$ cat src/common/uctl_defs.vh
// Constants for the serial control register block.
`ifndef UCTL_DEFS_VH
`define UCTL_DEFS_VH
`define UCTL_ADDR_W        4
`define UCTL_OFS_CTRL2     4'h0
`define UCTL_OFS_STATUS    4'h4
`define UCTL_OFS_EVENT     4'h8
`define UCTL_OFS_MASK      4'hC
`define UCTL_CTRL2_RESET   8'h00
`define UCTL_BIT_TXE_IE    7
`define UCTL_BIT_TXD_IE    6
`define UCTL_BIT_RXF_IE    5
`define UCTL_BIT_IDL_IE    4
`define UCTL_BIT_TX_ON     3
`define UCTL_BIT_RX_ON     2
`define UCTL_EV_W          6
`define UCTL_EV_RESET      6'h00
`define UCTL_EV_TXE        0
`define UCTL_EV_TXD        1
`define UCTL_EV_RXF        2
`define UCTL_EV_IDL        3
`define UCTL_EV_QIDLE      4
`define UCTL_EV_REL        5
`define UCTL_ST_TXE        0
`define UCTL_ST_TXD        1
`define UCTL_ST_RXF        2
`define UCTL_ST_IDL        3
`define UCTL_ST_TXOWN      4
`define UCTL_ST_DRAIN      5
`define UCTL_ST_RXOWN      6
`define UCTL_ST_BUSY       7
`define UCTL_TXS_W         2
`define UCTL_TXS_OFF       2'h0
`define UCTL_TXS_ON        2'h1
`define UCTL_TXS_DRAIN     2'h2
`define UCTL_WORD_ZERO     32'h0000_0000
`define UCTL_WORD_W        32
`define UCTL_REG_W         8
`define UCTL_PIN_IDLE      1'b1
`define UCTL_OE_N_OFF      1'b1
`define UCTL_FLAGS_RESET   4'h0
`define UCTL_STATUS_RESET  8'h00
`endif

$ cat src/core/uctl_sync2.v
// Two-stage synchroniser for pin inputs.
`timescale 1ns/100ps
module uctl_sync2 #(
   parameter W    = 1,
   parameter INIT = 1'b1
) (
   input  wire         ref_clk,
   input  wire         rst,
   input  wire [W-1:0] din,
   output reg  [W-1:0] dout
);
   reg [W-1:0] stage1;

   always @(posedge ref_clk or posedge rst) begin
      if (rst) begin
         stage1 <= {W{INIT}};
         dout   <= {W{INIT}};
      end else begin
         stage1 <= din;
         dout   <= stage1;
      end
   end
endmodule // uctl_sync2

$ cat src/core/uctl_sticky.v
// Sticky event bits; a set in the same cycle as a clear wins.
`timescale 1ns/100ps
module uctl_sticky #(
   parameter W = 1
) (
   input  wire         ref_clk,
   input  wire         rst,
   input  wire [W-1:0] set,
   input  wire [W-1:0] clr,
   output reg  [W-1:0] q
);
   always @(posedge ref_clk or posedge rst) begin
      if (rst) begin
         q <= {W{1'b0}};
      end else begin
         q <= (q & ~clr) | set;
      end
   end
endmodule // uctl_sticky

$ cat src/core/uctl_top.v
// Second serial control register, pin ownership and interrupt logic.
//
// Overview of operation
// - Transmit-empty enable gates empty flag interrupt.
// - Done enable gates transmission-complete flag interrupt.
// - Receive-full enable gates full flag interrupt.
// - Idle enable gates idle line flag interrupt.
// - Transmitter runs only while enable bit set.
// - Enabled transmitter drives transmit pin, overriding port.
// - Loop without source select returns pin to port.
// - Single-wire direction bit decides transmit pin direction.
// - Off-then-on during transmission queues one idle.
// - After disable, keep pin until pending traffic ends.
// - Receiver enable; when off, receive pin to port.
// - Register access never blocked by link activity.
//
// The implementer's own choices: the register offsets and the Avalon-MM register port.
`timescale 1ns/100ps
`include "uctl_defs.vh"
module uctl_top (
   input  wire                    ref_clk,
   input  wire                    rst,
   input  wire [`UCTL_ADDR_W-1:0] avs_address,
   input  wire                    avs_read,
   input  wire                    avs_write,
   input  wire [31:0]             avs_writedata,
   input  wire [3:0]              avs_byteenable,
   output reg  [31:0]             avs_readdata,
   output wire                    avs_waitrequest,
   input  wire                    tx_buffer_empty_flag,
   input  wire                    tx_done_flag,
   input  wire                    rx_full_flag,
   input  wire                    idle_line_flag,
   input  wire                    tx_busy,
   input  wire                    tx_serial,
   input  wire                    loop_mode_select,
   input  wire                    rx_source_select,
   input  wire                    single_wire_direction,
   input  wire                    port_txd_out,
   input  wire                    port_txd_dir,
   input  wire                    txd_pin_in,
   output reg                     txd_pin_out,
   output reg                     txd_pin_oe_n,
   input  wire                    rxd_pin_in,
   output reg                     rx_serial,
   output wire                    tx_run,
   output wire                    rx_run,
   output reg                     tx_queue_idle,
   output wire                    txd_port_owned,
   output wire                    rxd_port_owned,
   output wire                    irq
);

   // Transmitter ownership states.
   localparam [`UCTL_TXS_W-1:0] TXS_OFF   = `UCTL_TXS_OFF;
   localparam [`UCTL_TXS_W-1:0] TXS_ON    = `UCTL_TXS_ON;
   localparam [`UCTL_TXS_W-1:0] TXS_DRAIN = `UCTL_TXS_DRAIN;

   // Control register and transmitter ownership state.
   reg  [7:0]                uart_control_2;
   reg  [`UCTL_TXS_W-1:0]    tx_state;
   reg  [`UCTL_TXS_W-1:0]    next_tx_state;
   reg                       next_queue_idle;
   reg                       ack;
   reg  [3:0]                flag_prev;
   reg  [`UCTL_EV_W-1:0]     event_mask;
   wire [`UCTL_EV_W-1:0]     event_status;
   wire [`UCTL_EV_W-1:0]     event_set;
   wire [`UCTL_EV_W-1:0]     event_clr;
   wire [3:0]                flags;
   wire [3:0]                flag_enables;
   wire                      txd_sync;
   wire                      rxd_sync;
   wire                      req;
   wire                      wr_fire;
   wire                      rd_take;
   wire                      wr_ctrl;
   wire                      new_tx_on;
   wire                      tx_on;
   wire                      rx_on;
   wire                      tx_hold;
   wire                      tx_owns;
   wire                      loop_to_port;
   wire                      single_wire;
   wire                      drive_tx;
   wire                      released;
   reg  [7:0]                status_view;

   uctl_sync2 #(
      .W    (1),
      .INIT (`UCTL_PIN_IDLE)
   ) u_txd_sync (
      .ref_clk (ref_clk),
      .rst     (rst),
      .din     (txd_pin_in),
      .dout    (txd_sync)
   );

   uctl_sync2 #(
      .W    (1),
      .INIT (`UCTL_PIN_IDLE)
   ) u_rxd_sync (
      .ref_clk (ref_clk),
      .rst     (rst),
      .din     (rxd_pin_in),
      .dout    (rxd_sync)
   );

   // Every access takes exactly one wait state, whatever the link does.
   assign req             = avs_read | avs_write;
   assign avs_waitrequest = req & ~ack;
   assign wr_fire         = avs_write & ack & avs_byteenable[0];
   assign rd_take         = avs_read & ~ack;
   assign wr_ctrl         = wr_fire & (avs_address == `UCTL_OFS_CTRL2);
   assign new_tx_on       = avs_writedata[`UCTL_BIT_TX_ON];

   always @(posedge ref_clk or posedge rst) begin
      if (rst) begin
         ack <= 1'b0;
      end else begin
         ack <= req & ~ack;
      end
   end

   always @(posedge ref_clk or posedge rst) begin
      if (rst) begin
         uart_control_2 <= `UCTL_CTRL2_RESET;
      end else if (wr_ctrl) begin
         uart_control_2 <= avs_writedata[7:0];
      end
   end

   always @(posedge ref_clk or posedge rst) begin
      if (rst) begin
         event_mask <= `UCTL_EV_RESET;
      end else if (wr_fire && avs_address == `UCTL_OFS_MASK) begin
         event_mask <= avs_writedata[`UCTL_EV_W-1:0];
      end
   end

   assign tx_on = uart_control_2[`UCTL_BIT_TX_ON];
   assign rx_on = uart_control_2[`UCTL_BIT_RX_ON];
   assign tx_run = tx_on;
   assign rx_run = rx_on;

   // The drain state keeps the pin after a disable until the engine
   // reports that data, queued idle or queued break have gone out.
   always @* begin
      next_tx_state   = tx_state;
      next_queue_idle = 1'b0;
      case (tx_state)
         TXS_OFF: begin
            if (wr_ctrl && new_tx_on) begin
               next_tx_state = TXS_ON;
            end
         end
         TXS_ON: begin
            if (wr_ctrl && !new_tx_on) begin
               if (tx_busy) begin
                  next_tx_state = TXS_DRAIN;
               end else begin
                  next_tx_state = TXS_OFF;
               end
            end
         end
         TXS_DRAIN: begin
            if (wr_ctrl && new_tx_on) begin
               next_tx_state   = TXS_ON;
               next_queue_idle = tx_busy;
            end else if (!tx_busy) begin
               next_tx_state = TXS_OFF;
            end
         end
         default: begin
            next_tx_state = TXS_OFF;
         end
      endcase
   end

   always @(posedge ref_clk or posedge rst) begin
      if (rst) begin
         tx_state      <= TXS_OFF;
         tx_queue_idle <= 1'b0;
      end else begin
         tx_state      <= next_tx_state;
         tx_queue_idle <= next_queue_idle;
      end
   end

   assign tx_hold  = (tx_state == TXS_DRAIN);
   assign released = tx_hold & (next_tx_state == TXS_OFF);

   // Pin ownership and direction.
   assign loop_to_port = loop_mode_select & ~rx_source_select;
   assign single_wire  = loop_mode_select & rx_source_select;
   assign tx_owns      = (tx_on | tx_hold) & ~loop_to_port;
   assign drive_tx     = single_wire ? single_wire_direction : 1'b1;
   assign txd_port_owned = ~tx_owns;
   assign rxd_port_owned = ~rx_on;

   always @(posedge ref_clk or posedge rst) begin
      if (rst) begin
         txd_pin_out  <= `UCTL_PIN_IDLE;
         txd_pin_oe_n <= `UCTL_OE_N_OFF;
      end else if (tx_owns) begin
         txd_pin_out  <= tx_serial;
         txd_pin_oe_n <= ~drive_tx;
      end else begin
         txd_pin_out  <= port_txd_out;
         txd_pin_oe_n <= ~port_txd_dir;
      end
   end

   // Receive data source follows the loop and single-wire selection.
   always @(posedge ref_clk or posedge rst) begin
      if (rst) begin
         rx_serial <= `UCTL_PIN_IDLE;
      end else if (!rx_on) begin
         rx_serial <= `UCTL_PIN_IDLE;
      end else if (single_wire) begin
         rx_serial <= txd_sync;
      end else if (loop_mode_select) begin
         rx_serial <= tx_serial;
      end else begin
         rx_serial <= rxd_sync;
      end
   end

   // Flag order matches the status and event layout.
   assign flags = {idle_line_flag, rx_full_flag,
                   tx_done_flag, tx_buffer_empty_flag};
   assign flag_enables = {uart_control_2[`UCTL_BIT_IDL_IE],
                          uart_control_2[`UCTL_BIT_RXF_IE],
                          uart_control_2[`UCTL_BIT_TXD_IE],
                          uart_control_2[`UCTL_BIT_TXE_IE]};

   // A flag already high when reset ends counts as a rising edge.
   always @(posedge ref_clk or posedge rst) begin
      if (rst) begin
         flag_prev <= `UCTL_FLAGS_RESET;
      end else begin
         flag_prev <= flags;
      end
   end

   // The sticky cells let a new event win over a clear in one cycle.
   assign event_set = {released, next_queue_idle, flags & ~flag_prev};
   assign event_clr = (wr_fire && avs_address == `UCTL_OFS_EVENT) ?
                      avs_writedata[`UCTL_EV_W-1:0] : `UCTL_EV_RESET;

   uctl_sticky #(
      .W (`UCTL_EV_W)
   ) u_events (
      .ref_clk (ref_clk),
      .rst     (rst),
      .set     (event_set),
      .clr     (event_clr),
      .q       (event_status)
   );

   // Level requests follow the live flags; sticky events add to them.
   assign irq = (|(flags & flag_enables))
              | (|(event_status & event_mask));

   // Status bits sit at their named positions.
   always @* begin
      status_view                 = `UCTL_STATUS_RESET;
      status_view[`UCTL_ST_TXE]   = tx_buffer_empty_flag;
      status_view[`UCTL_ST_TXD]   = tx_done_flag;
      status_view[`UCTL_ST_RXF]   = rx_full_flag;
      status_view[`UCTL_ST_IDL]   = idle_line_flag;
      status_view[`UCTL_ST_TXOWN] = tx_owns;
      status_view[`UCTL_ST_DRAIN] = tx_hold;
      status_view[`UCTL_ST_RXOWN] = rx_on & ~rxd_port_owned;
      status_view[`UCTL_ST_BUSY]  = tx_busy;
   end

   always @(posedge ref_clk or posedge rst) begin
      if (rst) begin
         avs_readdata <= `UCTL_WORD_ZERO;
      end else if (rd_take) begin
         case (avs_address)
            `UCTL_OFS_CTRL2: begin
               avs_readdata <= {{(`UCTL_WORD_W-`UCTL_REG_W){1'b0}},
                                uart_control_2};
            end
            `UCTL_OFS_STATUS: begin
               avs_readdata <= {{(`UCTL_WORD_W-`UCTL_REG_W){1'b0}},
                                status_view};
            end
            `UCTL_OFS_EVENT: begin
               avs_readdata <= {{(`UCTL_WORD_W-`UCTL_EV_W){1'b0}},
                                event_status};
            end
            `UCTL_OFS_MASK: begin
               avs_readdata <= {{(`UCTL_WORD_W-`UCTL_EV_W){1'b0}},
                                event_mask};
            end
            default: begin
               avs_readdata <= `UCTL_WORD_ZERO;
            end
         endcase
      end
   end

endmodule // uctl_top

$ cat config.mk
export PLATFORM = sky130hd
export DESIGN_NAME = uctl_top
export DESIGN_NICKNAME = d
export VERILOG_FILES = /design/src/core/uctl_sync2.v /design/src/core/uctl_sticky.v /design/src/core/uctl_top.v
export VERILOG_INCLUDE_DIRS = /design/src /design/src/common
export SDC_FILE = /design/constraint.sdc
export NUM_CORES = 1
export LEC_CHECK = 0
export ABC_AREA = 1
export BUFFER_PORTS_ARGS = -buffer_cell sky130_fd_sc_hd__buf_2
export CAP_MARGIN = 20
export CELL_PAD_IN_SITES_DETAIL_PLACEMENT = 1
export CELL_PAD_IN_SITES_GLOBAL_PLACEMENT = 2
export CORE_ASPECT_RATIO = 2
export CORE_UTILIZATION = 26
export CTS_CLUSTER_SIZE = 14
export DETAILED_ROUTE_END_ITERATION = 12
export PLACE_DENSITY_LB_ADDON = 0.1
export SLEW_MARGIN = 30
export SYNTH_ARGS = -nofsm -noshare
export SYNTH_HDL_FRONTEND = slang
export SYNTH_SLANG_ARGS = --single-unit
$ cat constraint.sdc
create_clock -name ref_clk -period 1.53 [get_ports ref_clk]
set_input_delay 0.2295 -clock ref_clk [delete_from_list [all_inputs] [get_ports ref_clk]]
set_output_delay 0.2295 -clock ref_clk [all_outputs]
set_load 0.02 [all_outputs]
==> impl_metrics.toml, run 1 <==
[status]
status = "complete, but fails checks"
violations = "negative setup slack"

[yosys]
synth_area_leaders = "dfrtp_1, nand2_1, buf_4"
yosys.area.top_type_share_pct = 40.29
postSynthCellCount = 250
syn-cell-area_mm2 = 0.002236
syn_area_per_cell_um2 = 8.944
yosysWarnings = 0
synth-seq-cells = 43
seq_area_frac_synth_pct = 48.52
synth_top_area_cell = "dfrtp_1"
ys_types = 28

[timing]
max_freq_ghz = 0.6319
fin_skew_ns = 0.003467
fin_crit_sh_pct = 103.4
min_period_ns = 1.582
setup_ws_ns = -0.05244
rsz0062_at_grt = "true"
final_max_slew_viol_count = 0
hold_viol = 0
setup_viol = 1
hold_slack_ns = 0.03392

[critical_path]
cp.arrival_ns = 1.35
crit_path_top_delay_cell = "dfrtp_1"
cp.required_ns = 1.30
critPathBufInv = 1
max_stage_delay_ns = 0.39
critPathMaxFanout = 2
startpoint_type = "flip-flop"
end_kind = "output port"
path_cells = "a22o_1, nor2_1, nand3b_1, buf_6"
crit_family = "flip-flops"
critical_path_class = "reg -> out"

[cells_and_area]
drive_above_1_share_pct = 32.15
final_common_cell = "nand2_1"
final_cell_mix = "nand2_1, buf_2, dfrtp_1, inv_1, conb_1"
final_area_mm2 = 0.002753
layout.cells.non_filler = 409
n_antenna_cell = 0
final_nets = 367
synthToLayoutAreaGrowth_pct = 23.11

[place]
place_area_mm2 = 0.002529
dp.cells = 397
io_buffers = 47
pre_cts_ws_ns = 0.1509
place.gp.congestion = 0.7895
dpl.hpwl_mm = 4.693

[route]
final_antenna_net_count = 0
drc = 0
drtPass1Iterations = 4
drtIter0Drc = 66
wl_mm = 6.030
vias = 1805
vias_per_cell = 4.413
wire_per_inst_um = 14.74

[global_route]
grt_pass1_wl_mm = 9.604
antenna_found_initial = 0
grt_max_degree = 44
grt_use_total_pct = 14.98
first_global_vias = 1852
grt_overflow = 0

[clock_tree]
cts_root_buffer = "clkbuf_16"
numCtsBuffers = 5
cts_tree = "done"
htreeDepth = 2
clk_pin_slew_ns = 0.06
clock_path_buffers = 2
clock_latency_ns = 0.29
cts_sinks = 43

[power]
p_leak_nw = 1.467
powerDensity_mw_per_mm2 = 1164
finalPower_mw = 3.203
switchingPower_mw = 0.9149
p_comb_share_pct = 19.0
pwr-share-clk_pct = 39.0
p_sw_share_pct = 28.57
ir_worst_vdd_uv = 458.9
power_frac_seq_pct = 42.0
internal-power_mw = 2.288

[flow_run]
cap_violations = 0

[die]
die_height_um = 133.1
io_pins = 99
start_util_pct = 26.97
die_x_um = 67.57
die_area_mm2 = 0.008997
coreArea_mm2 = 0.008292
rows = 47

[hold_path]
hp-class = "in -> reg"
-- cell type report --
| class | instances | area (µm²) |
|---|---|---|
| multi-input cells | 167 | 880.8 |
| clock inverters | 2 | 35.03 |
| fillers | 997 | 5539 |
| flip-flops and latches | 43 | 1085 |
| clock buffers | 6 | 138.9 |
| well taps | 98 | 122.6 |
| inverters | 33 | 123.9 |
| repair buffers | 60 | 366.6 |
-- power by group through the flow --
stage	registers, mW	logic [mW]	clock network (mW)
final	1.35	0.608	1.25
after global routing	1.36	0.673	1.34
after CTS	1.35	0.613	1.29
after detailed placement	1.37	0.595	0
after global placement	1.37	0.588	0
after floorplan	1.40	0.381	0
-- sequential cells by signal, summed over array words and instances, names as in the netlist, 2 cells and up --
signal          cells
avs_readdata        8
uart_control_2      8
event_mask          6
u_events.q          6
flag_prev           4
tx_state            2
-- what timing repair did --
item                                    4_1_cts  5_1_grt
hold endpoints to repair                     36        0
endpoints found under the setup margin        2        2
setup buffers                                 2        1
hold buffers                                  1        0
resized for setup                             4        2
pin swaps                                     3        1
-- through the flow --
step,setup TNS [ns],utilization [%]
5_1_grt,-0.08208,33.20
2_1_floorplan,0,-
3_3_place_gp,0,30.50
6_report,-0.05244,33.20
3_5_place_dp,0,30.50
4_1_cts,-0.08232,33.08
-- synthesized netlist by cell type, drive strengths merged --
library cell,instances
inv,33
dfstp,7
a21oi,4
conb,1
nand3b,1
o2111ai,1
buf,30
a22o,3
o22ai,5
dfrtp,36
nand4,12
o21ai,23
nand2,60
nand3,18
nor2,14
nor3,1
a21boi,1
-- routing by layer --
layer  global-route usage [%]  vias up  wire (µm)
met5                        0        -          0
met4                    6.856        0        140
met3                    2.740       10        228
met2                    27.72       53       3486
met1                    15.20      864       2175
li1                         -      878          -
-- logic make-up (layout without fill, tap and decap cells) --
logic type,Yosys count,in the layout,synth area share (%)
AOI/OAI and AO/OA,37,37,10.52
buffers and inverters,63,101,16.45
DFF,43,43,48.52
other,1,24,0.1677
and+or+nand+nor,106,106,24.34
-- final timing paths --
check	slack [ns]	start	endpoint	cells after the start
hold / removal	0.03	rxd_pin_in	u_rxd_sync.stage1	1
hold reg to reg	0.36	u_rxd_sync.stage1	u_rxd_sync.dout	0
max in group asynchronous	0.72	rst	txd_pin_out	4
setup reg to reg	0.24	ack	u_events.q[3]	5
min in group asynchronous	0.52	rst	avs_readdata[6]	4
setup / recovery	-0.05	u_events.q[0]	irq	4
Power figures use the tool's default switching activity.
==> run 2: changes to the inputs <==
ABC_AREA = default   (was 1)
CORE_UTILIZATION = 27   (was 26)
==> run 2 against run 1 <==
The run ends with negative hold slack, negative setup slack left. Sequential share of layout area increased by 2.3 points. Synthesized area fell by 8.3%. Routed wire length shrank 10%. Via count fell by 15%. Hold slack worse by 0.041 ns. Die area decreased by 11%. Fmax fell by 4.6%. Non-clock buffer count is 4 higher. Largest cell class unchanged. Power is 10% lower. Sequential power fell by 3%. Clock skew about the same.
==> impl_metrics.toml, run 2 <==
[power]
internal-power_mw = 2.048
finalPower_mw = 2.872
powerDensity_mw_per_mm2 = 1105
p_sw_share_pct = 28.70
power_frac_seq_pct = 45.6
ir_worst_vdd_uv = 645.7
pwr-share-clk_pct = 36.6
p_comb_share_pct = 17.8
p_leak_nw = 1.279
switchingPower_mw = 0.8243

[cells_and_area]
drive_above_1_share_pct = 37.01
top_regs = "avs_readdata x8, uart_control_2 x8"
n_fill_cell = 841
n_antenna_cell = 0
final_common_cell = "buf_2"
synthToLayoutAreaGrowth_pct = 26.72
final_nets = 310
final_cell_mix = "buf_2, dfrtp_1, o21ai_0, conb_1, nand2_1"

[die]
rows = 44
coreArea_mm2 = 0.007322
start_util_pct = 28.01
die_height_um = 125.3
io_pins = 99
die_area_mm2 = 0.007969
die_x_um = 63.63

[global_route]
grt_max_degree = 44
grt_overflow = 0
antenna_found_initial = 0
grt_use_total_pct = 14.92
first_global_vias = 1603
grt_pass1_wl_mm = 8.631

[yosys]
ys_types = 37
syn_area_per_cell_um2 = 10.91
synth_area_leaders = "dfrtp_1, buf_4, dfstp_2"
seq_area_frac_synth_pct = 52.90
synth-seq-cells = 43
postSynthCellCount = 188
yosys.area.top_type_share_pct = 43.93
yosysWarnings = 0
synth-async-reset-ratio_pct = 100.0
synth_edf_count = 0
yosysMostFrequentCell = "dfrtp_1"
ys_dominant_reg_cell = "dfrtp_1"
syn-cell-area_mm2 = 0.002051
synth_top_area_cell = "dfrtp_1"
netlist_top_cells_count = "dfrtp_1, buf_4, o21ai_0"

[clock_tree]
cts_tree = "done"
clock_path_buffers = 2
cts_sinks = 43
cts_root_buffer = "clkbuf_16"
htreeDepth = 2
holdBufCountCts = 0
clk_pin_slew_ns = 0.06
numCtsBuffers = 5
clock_latency_ns = 0.29

[critical_path]
ff2ff_path_depth = 4
r2r-end = "uart_control_2[6]"
startpoint_type = "flip-flop"
critPathMaxFanout = 2
cp.required_ns = 1.30
end_kind = "output port"
cp.arrival_ns = 1.43
critPathLaunch = "event_mask[5]"
critical_path_class = "reg -> out"
rrSetupSlack_ns = 0.18
crit_end = "irq"
crit-reg2reg-launch = "ack"

[route]
vias = 1532
drc = 0
drtPass1Iterations = 4
wl_mm = 5.406
drtIter0Drc = 31
vias_per_cell = 4.428
wire_per_inst_um = 15.62
final_antenna_net_count = 0

[timing]
max_freq_ghz = 0.6028
setup_viol = 1
rsz0062_at_grt = "true"
min_period_ns = 1.659
setup_ws_ns = -0.1288
final_max_slew_viol_count = 0
fin_crit_sh_pct = 108.4
hold_slack_ns = -0.007266
fin_skew_ns = 0.003921
hold_viol = 1

[flow_run]
cap_violations = 0

[place]
place.gp.congestion = 0.7314
dpl.hpwl_mm = 4.322
io_buffers = 47

[status]
violations = "negative hold slack, negative setup slack"
status = "complete, but fails checks"

[hold_path]
hp-class = "in -> async"
run 2: power by group through the flow:
stage	sequential, mW	clock [mW]	combinational (mW)
after global routing	1.32	1.13	0.562
after detailed placement	1.33	0	0.510
after floorplan	1.34	0	0.317
after CTS	1.31	1.10	0.522
final	1.31	1.05	0.510
after global placement	1.33	0	0.504
run 2: worst min path at each step:
| stage | endpoint | slack (ns) | start | cells after the start |
|---|---|---|---|---|
| 2_1_floorplan | u_rxd_sync.stage1 | 0.23 | rxd_pin_in | 0 |
| 4_1_cts | ack | 0.005 | rst | 3 |
| 3_5_place_dp | ack | 0.32 | rst | 3 |
| 3_3_place_gp | ack | 0.31 | rst | 3 |
| 5_1_grt | ack | 0.01 | rst | 3 |
| 6_report | ack | -0.007 | rst | 3 |
run 2: area by class of cell:
class	count	area [µm²]	area share (%)
Clock buffer	5	125.1	4.815
Tap cell	92	115.1	4.429
Inverter	14	52.55	2.022
Multi-Input combinational cell	125	810.8	31.20
Clock inverter	3	20.02	0.7703
Sequential cell	43	1085	41.74
Timing Repair Buffer	64	390.4	15.02
run 2: cell families after synthesis:
| group | count (synthesis) | synth area share [%] |
|---|---|---|
| other | 1 | 0.1829 |
| DFF | 43 | 52.90 |
| AOI/OAI and AO/OA | 47 | 14.77 |
| buffers and inverters | 43 | 12.63 |
| and+or+nand+nor | 43 | 11.53 |
| muxes | 11 | 7.993 |
run 2: routing by layer:
metal / track usage [%] / vias to the layer above / part of all wire [%]
met2: 27.03 / 47 / 55
met3: 3.011 / 9 / 3.4
met4: 7.219 / 0 / 3.4
li1: - / 740 / -
met1: 15.93 / 736 / 38
met5: 0 / - / 0
run 2: critical path: stages (launching register included):
cell and delay (ns):
dfrtp_1 0.38, a22o_1 0.25, a221oi_2 0.20, nand4_1 0.13
buf_4 0.18
run 2: repair_timing:
item                       CTS  global route
pin swaps                    2             1
resized for setup            3             1
setup endpoints to repair    2             2
buffers inserted             1             1
run 2: per-stage QoR:
| step | TNS (ns) | cell area (µm²) | util, % | instances | worst slack (ns) |
|---|---|---|---|---|---|
| after floorplan | 0 | 2137 | - | 211 | 0.03442 |
| after global placement | 0 | 2419 | 33.03 | 336 | 0.05859 |
| after detailed placement | 0 | 2419 | 33.03 | 336 | 0.06232 |
| after CTS | -0.1407 | 2586 | 35.32 | 345 | -0.1407 |
| after global routing | -0.2017 | 2599 | 35.49 | 346 | -0.2017 |
| final | -0.1288 | 2599 | 35.49 | 346 | -0.1288 |
